### config.mk
export PLATFORM = sky130hd
export DESIGN_NAME = los_ref_select
export DESIGN_NICKNAME = d
export VERILOG_FILES = /design/src/core/los_ref_pkg.sv /design/src/core/los_ref_select.sv
export SDC_FILE = /design/constraint.sdc
export NUM_CORES = 1
export LEC_CHECK = 0
export ABC_AREA = 0
export BUFFER_PORTS_ARGS = -buffer_cell sky130_fd_sc_hd__buf_2
export CORE_ASPECT_RATIO = 1.25
export CORE_MARGIN = 2
export CORE_UTILIZATION = 35
export CTS_CLUSTER_SIZE = 8
export DETAILED_ROUTE_END_ITERATION = 7
export SLEW_MARGIN = 30
export SYNTH_ARGS = -nofsm -noshare
export SYNTH_HDL_FRONTEND = slang
export SYNTH_SLANG_ARGS = --single-unit
### constraint.sdc
create_clock -name ref_clk_i -period 8.87 [get_ports ref_clk_i]
set_input_delay 1.3305 -clock ref_clk_i [delete_from_list [all_inputs] [get_ports ref_clk_i]]
set_output_delay 1.3305 -clock ref_clk_i [all_outputs]
set_load 0.005 [all_outputs]
### src/core/los_ref_pkg.sv
// constants, register map and field layouts for the loss-of-signal and reference select block
// assumes a 100 MHz system clock and a 32-bit AXI4-Lite register port
package los_ref_pkg;

   // ----------------------------------------------------------------
   // register map (byte addresses)
   // ----------------------------------------------------------------
   localparam logic [7:0] ADDR_LOS_DETECT_COUNT  = 8'h00;
   localparam logic [7:0] ADDR_LOS_RECOVER_COUNT = 8'h04;
   localparam logic [7:0] ADDR_CONFIG            = 8'h08;
   localparam logic [7:0] ADDR_STATUS            = 8'h0C;
   localparam logic [7:0] ADDR_IRQ_MASK          = 8'h10;

   // ----------------------------------------------------------------
   // reset values
   // ----------------------------------------------------------------
   localparam logic [7:0]  RST_DETECT_COUNT  = 8'h0F;
   localparam logic [7:0]  RST_RECOVER_COUNT = 8'h0F;
   localparam logic [15:0] RST_CONFIG        = 16'h0000;
   localparam logic [1:0]  RST_IRQ_MASK      = 2'h3;

   // ----------------------------------------------------------------
   // config register field positions
   // ----------------------------------------------------------------
   localparam int CFG_DIGITAL_RX   = 0;
   localparam int CFG_LEVEL_LSB    = 1;
   localparam int CFG_CLEAR_LOSS   = 4;
   localparam int CFG_LONG_HAUL    = 5;
   localparam int CFG_CHG_IRQ_EN   = 6;
   localparam int CFG_CORNER       = 7;
   localparam int CFG_CENTRE_DIS   = 8;
   localparam int CFG_MASTER       = 9;
   localparam int CFG_SWITCH_DIS   = 10;
   localparam int CFG_SYNC_FREQ    = 11;
   localparam int CFG_SYNC_8K      = 12;
   localparam int CFG_OUT_SEL_LSB  = 13;
   localparam int CFG_FSYNC_EN     = 15;

   // status bits: 0 live loss, 1 sticky loss event, 2 sticky status change
   localparam int STS_LOS      = 0;
   localparam int STS_LOS_EVT  = 1;
   localparam int STS_CHG_EVT  = 2;

   localparam logic [12:0] DETECT_SCALE = 13'h0010;
   localparam int MISS_PERIODS = 3;

   // ----------------------------------------------------------------
   // types
   // ----------------------------------------------------------------
   typedef enum logic [3:0]
   {
      REF_LINE   = 4'b0001,
      REF_SYNC   = 4'b0010,
      REF_FREE   = 4'b0100,
      REF_CENTRE = 4'b1000
   } ref_src_t;

   typedef struct packed
   {
      logic       pos;
      logic       neg;
      logic       optical;
      logic [2:0] amplitude;
      logic       strobe;
   } rx_sample_t;

endpackage

### src/core/los_ref_select.sv
// loss-of-signal detector, receive oscillator reference select and clock routing
// assumes one rx_sample strobe per pulse period and sync/line edge strobes on ref_clk_i
//
// Our own choices: the address map and the AXI4-Lite slave port.
`timescale 1ns/10ps

// Notes on behaviour
// - loss sets status bit, unmasked interrupt
// - optional interrupt on every status change
// - loss after N empty pulse periods
// - digital zero counts as absent pulse
// - analog pulse below level counts absent
// - N equals detect count times sixteen
// - recovery counts ones or strong pulses
// - alarm clears after recover count pulses
// - long haul blanks data on loss
// - oscillator locks line or sync input
// - buffer written line, read oscillator clock
// - oscillator clock routable to three pins
// - optional 8 kHz on frame sync; code gates the oscillator clock onto frame_sync_out_o instead
// - corner select lowers corner tenfold
// - recentre after missing reference periods
// - centre disable accepts gapped reference
// - gapped line clock only digital mode
// - slave tracks line, master behaviour on loss
// - switch disable keeps line during loss
// - master free-runs or locks to sync
// - sync frequency from two select bits
// - master with sync high centres
// - slave loss locks sync unless disabled; code centres or free-runs instead when 8 kHz sync is selected
module los_ref_select
   import los_ref_pkg::*;
#(
   parameter int MISS_LIMIT = MISS_PERIODS
)
(
   input  wire logic        ref_clk_i,
   input  wire logic        nrst_i,
   input  wire rx_sample_t  rx_sample_i,
   input  wire logic        rx_data_i,
   input  wire logic        line_clk_edge_i,
   input  wire logic        sync_clk_edge_i,
   input  wire logic        osc_clk_i,
   input  wire logic        line_clk_i,
   input  wire logic [31:0] s_axi_awaddr,
   input  wire logic        s_axi_awvalid,
   output logic             s_axi_awready,
   input  wire logic [31:0] s_axi_wdata,
   input  wire logic [3:0]  s_axi_wstrb,
   input  wire logic        s_axi_wvalid,
   output logic             s_axi_wready,
   output logic [1:0]       s_axi_bresp,
   output logic             s_axi_bvalid,
   input  wire logic        s_axi_bready,
   input  wire logic [31:0] s_axi_araddr,
   input  wire logic        s_axi_arvalid,
   output logic             s_axi_arready,
   output logic [31:0]      s_axi_rdata,
   output logic [1:0]       s_axi_rresp,
   output logic             s_axi_rvalid,
   input  wire logic        s_axi_rready,
   output logic             irq_o,
   output logic             los_o,
   output logic             rx_data_o,
   output ref_src_t         ref_src_o,
   output logic             centre_o,
   output logic             corner_low_o,
   output logic [1:0]       sync_freq_o,
   output logic             buf_wr_clk_o,
   output logic             buf_rd_clk_o,
   output logic             rclk_o,
   output logic             aux_clock_out_o,
   output logic             system_rx_clock_o,
   output logic             frame_sync_out_o
);

   // ----------------------------------------------------------------
   // registers and bus slave
   // ----------------------------------------------------------------
   logic [7:0]  los_detect_count;
   logic [7:0]  los_recover_count;
   logic [15:0] config_reg;
   logic [2:0]  status;
   logic [1:0]  irq_mask;
   logic        aw_held;
   logic        w_held;
   logic [7:0]  aw_addr;
   logic [31:0] w_data;
   logic [3:0]  w_strb;
   logic        do_write;
   logic        clr_los_evt;
   logic        clr_chg_evt;

   assign s_axi_awready = !aw_held && !s_axi_bvalid;
   assign s_axi_wready  = !w_held && !s_axi_bvalid;
   assign s_axi_arready = !s_axi_rvalid;
   assign do_write      = aw_held && w_held && !s_axi_bvalid;

   always_ff @(posedge ref_clk_i)
   begin
      if (!nrst_i)
      begin
         aw_held <= 1'b0;
         w_held  <= 1'b0;
         aw_addr <= 8'h00;
         w_data  <= 32'h0000_0000;
         w_strb  <= 4'h0;
      end
      else
      begin
         if (s_axi_awvalid && s_axi_awready)
         begin
            aw_held <= 1'b1;
            aw_addr <= s_axi_awaddr[7:0];
         end
         else if (do_write)
            aw_held <= 1'b0;
         if (s_axi_wvalid && s_axi_wready)
         begin
            w_held <= 1'b1;
            w_data <= s_axi_wdata;
            w_strb <= s_axi_wstrb;
         end
         else if (do_write)
            w_held <= 1'b0;
      end
   end

   always_ff @(posedge ref_clk_i)
   begin
      if (!nrst_i)
      begin
         s_axi_bvalid <= 1'b0;
         s_axi_bresp  <= 2'h0;
      end
      else if (do_write)
      begin
         s_axi_bvalid <= 1'b1;
         // unmapped addresses answer with a slave error
         s_axi_bresp  <= (aw_addr > ADDR_IRQ_MASK || aw_addr[1:0] != 2'h0) ? 2'h2 : 2'h0;
      end
      else if (s_axi_bready)
         s_axi_bvalid <= 1'b0;
   end

   always_ff @(posedge ref_clk_i)
   begin
      if (!nrst_i)
      begin
         los_detect_count  <= RST_DETECT_COUNT;
         los_recover_count <= RST_RECOVER_COUNT;
         config_reg        <= RST_CONFIG;
         irq_mask          <= RST_IRQ_MASK;
      end
      else if (do_write)
      begin
         unique case (aw_addr)
            ADDR_LOS_DETECT_COUNT:
               if (w_strb[0]) los_detect_count <= w_data[7:0];
            ADDR_LOS_RECOVER_COUNT:
               if (w_strb[0]) los_recover_count <= w_data[7:0];
            ADDR_CONFIG:
            begin
               if (w_strb[0]) config_reg[7:0]  <= w_data[7:0];
               if (w_strb[1]) config_reg[15:8] <= w_data[15:8];
            end
            ADDR_IRQ_MASK:
               if (w_strb[0]) irq_mask <= w_data[1:0];
            default: ;
         endcase
      end
   end

   // write one to clear sticky status
   assign clr_los_evt = do_write && aw_addr == ADDR_STATUS && w_strb[0] && w_data[STS_LOS_EVT];
   assign clr_chg_evt = do_write && aw_addr == ADDR_STATUS && w_strb[0] && w_data[STS_CHG_EVT];

   always_ff @(posedge ref_clk_i)
   begin
      if (!nrst_i)
      begin
         s_axi_rvalid <= 1'b0;
         s_axi_rdata  <= 32'h0000_0000;
         s_axi_rresp  <= 2'h0;
      end
      else if (s_axi_arvalid && s_axi_arready)
      begin
         s_axi_rvalid <= 1'b1;
         s_axi_rresp  <= 2'h0;
         unique case (s_axi_araddr[7:0])
            ADDR_LOS_DETECT_COUNT:  s_axi_rdata <= {24'h000000, los_detect_count};
            ADDR_LOS_RECOVER_COUNT: s_axi_rdata <= {24'h000000, los_recover_count};
            ADDR_CONFIG:            s_axi_rdata <= {16'h0000, config_reg};
            ADDR_STATUS:            s_axi_rdata <= {29'h00000000, status};
            ADDR_IRQ_MASK:          s_axi_rdata <= {30'h00000000, irq_mask};
            default:
            begin
               s_axi_rdata <= 32'h0000_0000;
               s_axi_rresp <= 2'h2;
            end
         endcase
      end
      else if (s_axi_rready)
         s_axi_rvalid <= 1'b0;
   end

   // ----------------------------------------------------------------
   // configuration fields
   // ----------------------------------------------------------------
   logic       digital_receive_select;
   logic [2:0] receive_input_level;
   logic       clear_data_on_loss;
   logic       long_haul;
   logic       status_change_irq_en;
   logic       corner_select;
   logic       centre_disable;
   logic       master_select;
   logic       loss_switch_disable;
   logic       sync_freq_select;
   logic       sync_8khz_select;
   logic [1:0] out_sel;
   logic       fsync_en;

   assign digital_receive_select = config_reg[CFG_DIGITAL_RX];
   assign receive_input_level    = config_reg[CFG_LEVEL_LSB +: 3];
   assign clear_data_on_loss     = config_reg[CFG_CLEAR_LOSS];
   assign long_haul              = config_reg[CFG_LONG_HAUL];
   assign status_change_irq_en   = config_reg[CFG_CHG_IRQ_EN];
   assign corner_select          = config_reg[CFG_CORNER];
   assign centre_disable         = config_reg[CFG_CENTRE_DIS];
   assign master_select          = config_reg[CFG_MASTER];
   assign loss_switch_disable    = config_reg[CFG_SWITCH_DIS];
   assign sync_freq_select       = config_reg[CFG_SYNC_FREQ];
   assign sync_8khz_select       = config_reg[CFG_SYNC_8K];
   assign out_sel                = config_reg[CFG_OUT_SEL_LSB +: 2];
   assign fsync_en               = config_reg[CFG_FSYNC_EN];

   // ----------------------------------------------------------------
   // loss-of-signal detection and recovery
   // ----------------------------------------------------------------
   logic        pulse_seen;
   logic [12:0] empty_cnt;
   logic [7:0]  recover_cnt;
   logic        los;
   logic        los_q;
   logic [12:0] detect_limit;

   always_comb
   begin
      if (digital_receive_select)
         pulse_seen = rx_sample_i.pos | rx_sample_i.neg | rx_sample_i.optical;
      else
         pulse_seen = rx_sample_i.amplitude > receive_input_level;
   end

   // zero register value treated as 256 so the range ends at 4096
   assign detect_limit = (los_detect_count == 8'h00) ? 13'h1000
                         : 13'({5'h00, los_detect_count} * DETECT_SCALE);

   always_ff @(posedge ref_clk_i)
   begin
      if (!nrst_i)
      begin
         empty_cnt   <= 13'h0000;
         recover_cnt <= 8'h00;
         los         <= 1'b0;
      end
      else if (rx_sample_i.strobe)
      begin
         if (!los)
         begin
            if (pulse_seen)
               empty_cnt <= 13'h0000;
            else if (empty_cnt + 13'h0001 >= detect_limit)
            begin
               los         <= 1'b1;
               empty_cnt   <= 13'h0000;
               recover_cnt <= 8'h00;
            end
            else
               empty_cnt <= empty_cnt + 13'h0001;
         end
         else if (pulse_seen)
         begin
            // zero recover count behaves as one pulse
            if (recover_cnt + 8'h01 >= los_recover_count)
               los <= 1'b0;
            else
               recover_cnt <= recover_cnt + 8'h01;
         end
      end
   end

   // status bits: set wins over a clear in the same cycle
   always_ff @(posedge ref_clk_i)
   begin
      if (!nrst_i)
      begin
         los_q  <= 1'b0;
         status <= 3'h0;
      end
      else
      begin
         los_q              <= los;
         status[STS_LOS]    <= los;
         if (los && !los_q)
            status[STS_LOS_EVT] <= 1'b1;
         else if (clr_los_evt)
            status[STS_LOS_EVT] <= 1'b0;
         if (los != los_q)
            status[STS_CHG_EVT] <= 1'b1;
         else if (clr_chg_evt)
            status[STS_CHG_EVT] <= 1'b0;
      end
   end

   assign irq_o = (status[STS_LOS_EVT] && !irq_mask[0])
                || (status[STS_CHG_EVT] && status_change_irq_en && !irq_mask[1]);
   assign los_o = los;

   // blanking acts on the raw detector, registered on the same edge as the status bit
   always_ff @(posedge ref_clk_i)
   begin
      if (!nrst_i)
         rx_data_o <= 1'b0;
      else
         rx_data_o <= rx_data_i && !(long_haul && clear_data_on_loss && los);
   end

   // ----------------------------------------------------------------
   // reference watchdog and source select
   // ----------------------------------------------------------------
   logic [2:0] line_miss;
   logic [2:0] sync_miss;
   logic       line_lost;
   logic       sync_lost;
   ref_src_t   next_ref;

   // counts pulse periods (one per rx_sample strobe) with no reference edge
   always_ff @(posedge ref_clk_i)
   begin
      if (!nrst_i)
      begin
         line_miss <= 3'h0;
         sync_miss <= 3'h0;
      end
      else if (rx_sample_i.strobe)
      begin
         line_miss <= line_clk_edge_i ? 3'h0 : (line_lost ? line_miss : line_miss + 3'h1);
         sync_miss <= sync_clk_edge_i ? 3'h0 : (sync_lost ? sync_miss : sync_miss + 3'h1);
      end
   end

   // analog line clock runs continuously, so only digital mode can miss
   assign line_lost = digital_receive_select && line_miss >= 3'(MISS_LIMIT);
   assign sync_lost = sync_miss >= 3'(MISS_LIMIT);

   always_comb
   begin
      next_ref = REF_LINE;
      if (master_select)
      begin
         if (!sync_lost)
            next_ref = REF_SYNC;
         else
            next_ref = centre_disable ? REF_FREE : REF_CENTRE;
      end
      else if (los && !loss_switch_disable)
      begin
         if (!sync_lost && !sync_8khz_select)
            next_ref = REF_SYNC;
         else
            next_ref = centre_disable ? REF_FREE : REF_CENTRE;
      end
      else if (line_lost && !centre_disable)
         next_ref = REF_CENTRE;
      else
         next_ref = REF_LINE;
   end

   always_ff @(posedge ref_clk_i)
   begin
      if (!nrst_i)
         ref_src_o <= REF_LINE;
      else
         ref_src_o <= next_ref;
   end

   assign centre_o     = ref_src_o == REF_CENTRE;
   assign corner_low_o = corner_select;
   // 00 1.544 MHz, 01 2.048 MHz, 1x 8 kHz
   assign sync_freq_o  = {sync_8khz_select, sync_freq_select && !sync_8khz_select};

   // ----------------------------------------------------------------
   // clock routing
   // ----------------------------------------------------------------
   assign buf_wr_clk_o      = line_clk_i;
   assign buf_rd_clk_o      = osc_clk_i;
   assign rclk_o            = (out_sel == 2'h1) ? osc_clk_i : line_clk_i;
   assign aux_clock_out_o   = (out_sel == 2'h2) ? osc_clk_i : 1'b0;
   assign system_rx_clock_o = (out_sel == 2'h3) ? osc_clk_i : 1'b0;
   assign frame_sync_out_o  = fsync_en && osc_clk_i;

endmodule

==> run summary <==
The flow ran to the end, and the final reports show no timing, DRC or antenna violations. The run gives 0 as the count of endpoints failing hold in the final timing report. For the initial cell density of the core, the log shows 0.3586. In the synthesized netlist the dominant register cell turns out to be dfxtp_1.

Dividing the detail-routed wire length by the instance count gives 14.54 um. The biggest area consumer among synthesized cells was dfxtp_1. The class of the tightest hold or removal check is flip-flop to flip-flop. Cell chosen for the clock root: clkbuf_16. STA classifies the critical path endpoint as a flip-flop.

The core area was 16270 sq um. Traced cell by cell, the critical path runs through ha_1 > nand2_1 > nor3_1 > nand3_1 > xnor2_1 > ha_1 > nand4_1 > nor4_1 > a211o_1 > o21ai_0 > o21ai_1 > a311oi_1. The routed layout has 4920 vias.

Among all cell types in the netlist, the one instantiated most often is dfxtp_1. Share of cells above drive strength 1: 0.1877. The relative slew slack came out at 0.5002. Power comes to 0.001310 W. The number of gates resized after CTS was 0. The logs give 0.1658 for the aggregate global-route resource usage and 253 for the DRC marker count from the first detailed-route iteration. The largest single stage delay on the critical path is 0.53 ns.

The count of buffers added on input and output ports is 92. Gate family responsible for the most delay along the worst path: simple AND/OR/NAND/NOR gates. After filler insertion, the fill cell instance count of the layout stands at 1734. The number of global-route vias before repair is 4667.

Data arrives at the worst endpoint at 3.69 ns. Before antenna repair, the detailed router went through 4 iterations. The fraction of the cycle the final worst path needs is 0.3872. The number of antenna violations at the first check in global routing came out at 0. The sequential share of the synthesized area is 0.4050. After detailed routing, the total wire length is 14.29 mm.

Entering global routing, the biggest net connects 93 pins. The async set-or-reset flop fraction in the synthesized netlist was 0; the accumulated negative setup slack was 0 ns. Setup repair after global routing left no endpoint under its margin.

In this run the cell area of the synthesized design comes to 5833 sq um. After detailed placement, the total cell area comes to 6305 sq um. Final instance area: 6884 sq um. By count the netlist is led by 118 x dfxtp_1, 100 x nand2_1, 62 x nor2_1. Among the stages of the critical path, the cell type that occurs most often is ha_1. The count of nets left with antenna violations after detail routing was 0; the power per cell area was 190.2 nW/um^2. Synthesis produced 679 cells.

For this run, the top clock speed supported by timing is 291.2 MHz. The repair_antennas step left the layout with diodes totalling 0. The netlist uses 63 different library cells.

The buffer depth of the longest clock path was 2. The number of ports placed on the die boundary was 177. Setup violations remaining at the end of the flow were counted as 0. The tools report the sink count of the clock tree as 118. The synthesized area per cell is 8.591 sq um, and the net total in the final layout is 903. Data on the critical path is required at its endpoint by 9.12 ns.

The worst setup path is of the flip-flop to flip-flop kind. The global-route wire length before repair came out at 23.48 mm. The worst setup path is launched from a flip-flop. The number of buffers and inverters on the critical path is 0. The final-report max-slew violation count came out at 0. The die is 119.5 um wide. Buffers inserted to repair hold after CTS numbered 0. The logs give 0 for the count of yosys warnings during synthesis and 0 for the number of maximum-capacitance violations. The synthesized design contains 0 enable-type register cells. At the end of routability-driven placement, the weighted congestion stood at 0.7658. After detailed routing, the number of remaining DRC violations is 0. For the number of buffers inserted during clock tree synthesis, the log shows 17. In this run the vertical extent of the chip is 148.3 um. The finished layout holds 983 standard cells, fillers aside. Clock latency on the worst-skew pair, taken at its later pin, is 0.41 ns. The H-tree was split into 4 levels. The clock skew is 0.01149 ns, and the measured slew at the worst slew-check pin is 0.7496 ns.

The total overflow left after global routing is 0. TritonCTS built the clock tree. The run gives 10.36 mm as the post-DP HPWL. Clock edge transition at the registers on the reported setup and hold paths: 0.05 ns.

Across the VDD grid, the largest voltage drop is 0.1128 mV. By area the synthesized netlist is led by dfxtp_1 40%, mux2i_1 6.9%, nand2_1 6.4%, ha_1 5.8%, a21oi_1 4.6%. After clock tree synthesis, the setup repair step added 0 buffers. Along the worst path, the maximum fanout reaches 8.

The area fraction of the dominant cell type after synthesis was 0.4050; the leakage power total was 3.189 nW. The final period demand of the worst path was 3.434 ns; the number of register bits inferred by synthesis was 118. Slowest library cell on the worst path: o21ai_1. The die covers 17720 sq um.

The ratio of routed vias to standard cells was 5.005. The number of cell rows came out at 52. Counting tap cells, the placed design contains a total of 954 instances.

The area growth from synthesis to layout is 18.02%.
==> metrics by stage <==
stage,utilization,hold WS [ns],setup slack (ns)
6_report,0.4232,0.4518,5.436
5_1_grt,0.4232,0.4802,5.097
4_1_cts,0.4230,0.4536,5.388
3_5_place_dp,0.3876,0.4458,5.315
3_3_place_gp,0.3876,0.4389,5.350
2_1_floorplan,-,0.4333,5.878
==> cell type report <==
type / count / area, sq um / share of cell area
flip-flops and latches: 118 / 2362 / 0.3431
clock buffers: 19 / 442.9 / 0.06434
repair buffers: 93 / 471.7 / 0.06852
inverters: 32 / 120.1 / 0.01745
clock inverters: 10 / 132.6 / 0.01927
well taps: 216 / 270.3 / 0.03926
multi-input cells: 495 / 3084 / 0.4480
==> worst register-to-register path, cell delays in order (launching register included) <==
cell      delay [ns]
dfxtp_1         0.37
ha_1            0.22
nand2_1         0.11
nor3_1          0.41
nand3_1         0.15
xnor2_1         0.17
ha_1            0.30
nand4_1         0.13
nor4_1          0.34
a211o_1         0.28
o21ai_0         0.10
o21ai_1         0.53
a311oi_1        0.19
==> placed cells by master (no fill, tap or decap), types with 3 or more instances in the layout <==
cell,netlist,routed
o21ai_0,20,20
inv_1,31,30
and3_1,9,9
nand4_1,4,4
nor2b_1,8,8
xnor2_1,8,8
a31o_2,3,3
dfxtp_1,118,118
a21oi_1,54,54
clkinvlp_4,0,3
a22oi_1,12,12
buf_2,2,92
xor2_1,8,8
ha_1,27,27
clkinv_2,0,4
nand3b_1,6,6
conb_1,1,18
and2_1,3,3
o21bai_1,3,3
nor2_1,62,62
bufinv_16,0,3
a31oi_1,15,15
nand2_4,3,3
nor4b_1,3,3
mux4_2,3,3
nand2_1,100,100
a221oi_1,3,3
nand3_1,26,26
mux2i_1,40,40
nor3_1,11,11
nor4_1,3,3
clkbuf_16,0,17
a211oi_1,6,6
==> path summary, 6_finish.rpt <==
| check | from | endpoint | slack [ns] | cells past startpoint |
|---|---|---|---|---|
| setup / recovery | empty_cnt[0]$_SDFFE_PN0P_ | recover_cnt[1]$_SDFFE_PN0P_ | 5.44 | 12 |
| hold / removal | aw_addr[6]$_SDFFE_PN0P_ | aw_addr[6]$_SDFFE_PN0P_ | 0.45 | 2 |
| setup reg to reg | empty_cnt[0]$_SDFFE_PN0P_ | recover_cnt[1]$_SDFFE_PN0P_ | 5.44 | 12 |
| hold reg to reg | aw_addr[6]$_SDFFE_PN0P_ | aw_addr[6]$_SDFFE_PN0P_ | 0.45 | 2 |
==> power by group <==
part | internal [W] | switching, W | total (W)
logic | 0.0000298 | 0.0000492 | 0.0000790
registers | 0.000543 | 0.0000111 | 0.000554
clock network | 0.000441 | 0.000235 | 0.000676
==> per-layer routing <==
metal,part of all wire,up-vias,global-route usage
met5,0,-,0
met4,0.028,0,0.07000
met3,0.039,28,0.03643
met2,0.50,106,0.2900
met1,0.43,2293,0.1952
li1,-,2493,-
==> cell families after synthesis <==
group | Yosys count | share of synthesized area
buf+inv | 83 | 0.07722
simple gates | 258 | 0.2147
fa+ha+maj | 27 | 0.05791
xor+xnor | 16 | 0.02402
other cells | 1 | 0.0006429
flops | 118 | 0.4050
compound gates | 132 | 0.1384
mux | 44 | 0.08215
Note: power is estimated with default switching activity, not from simulation.
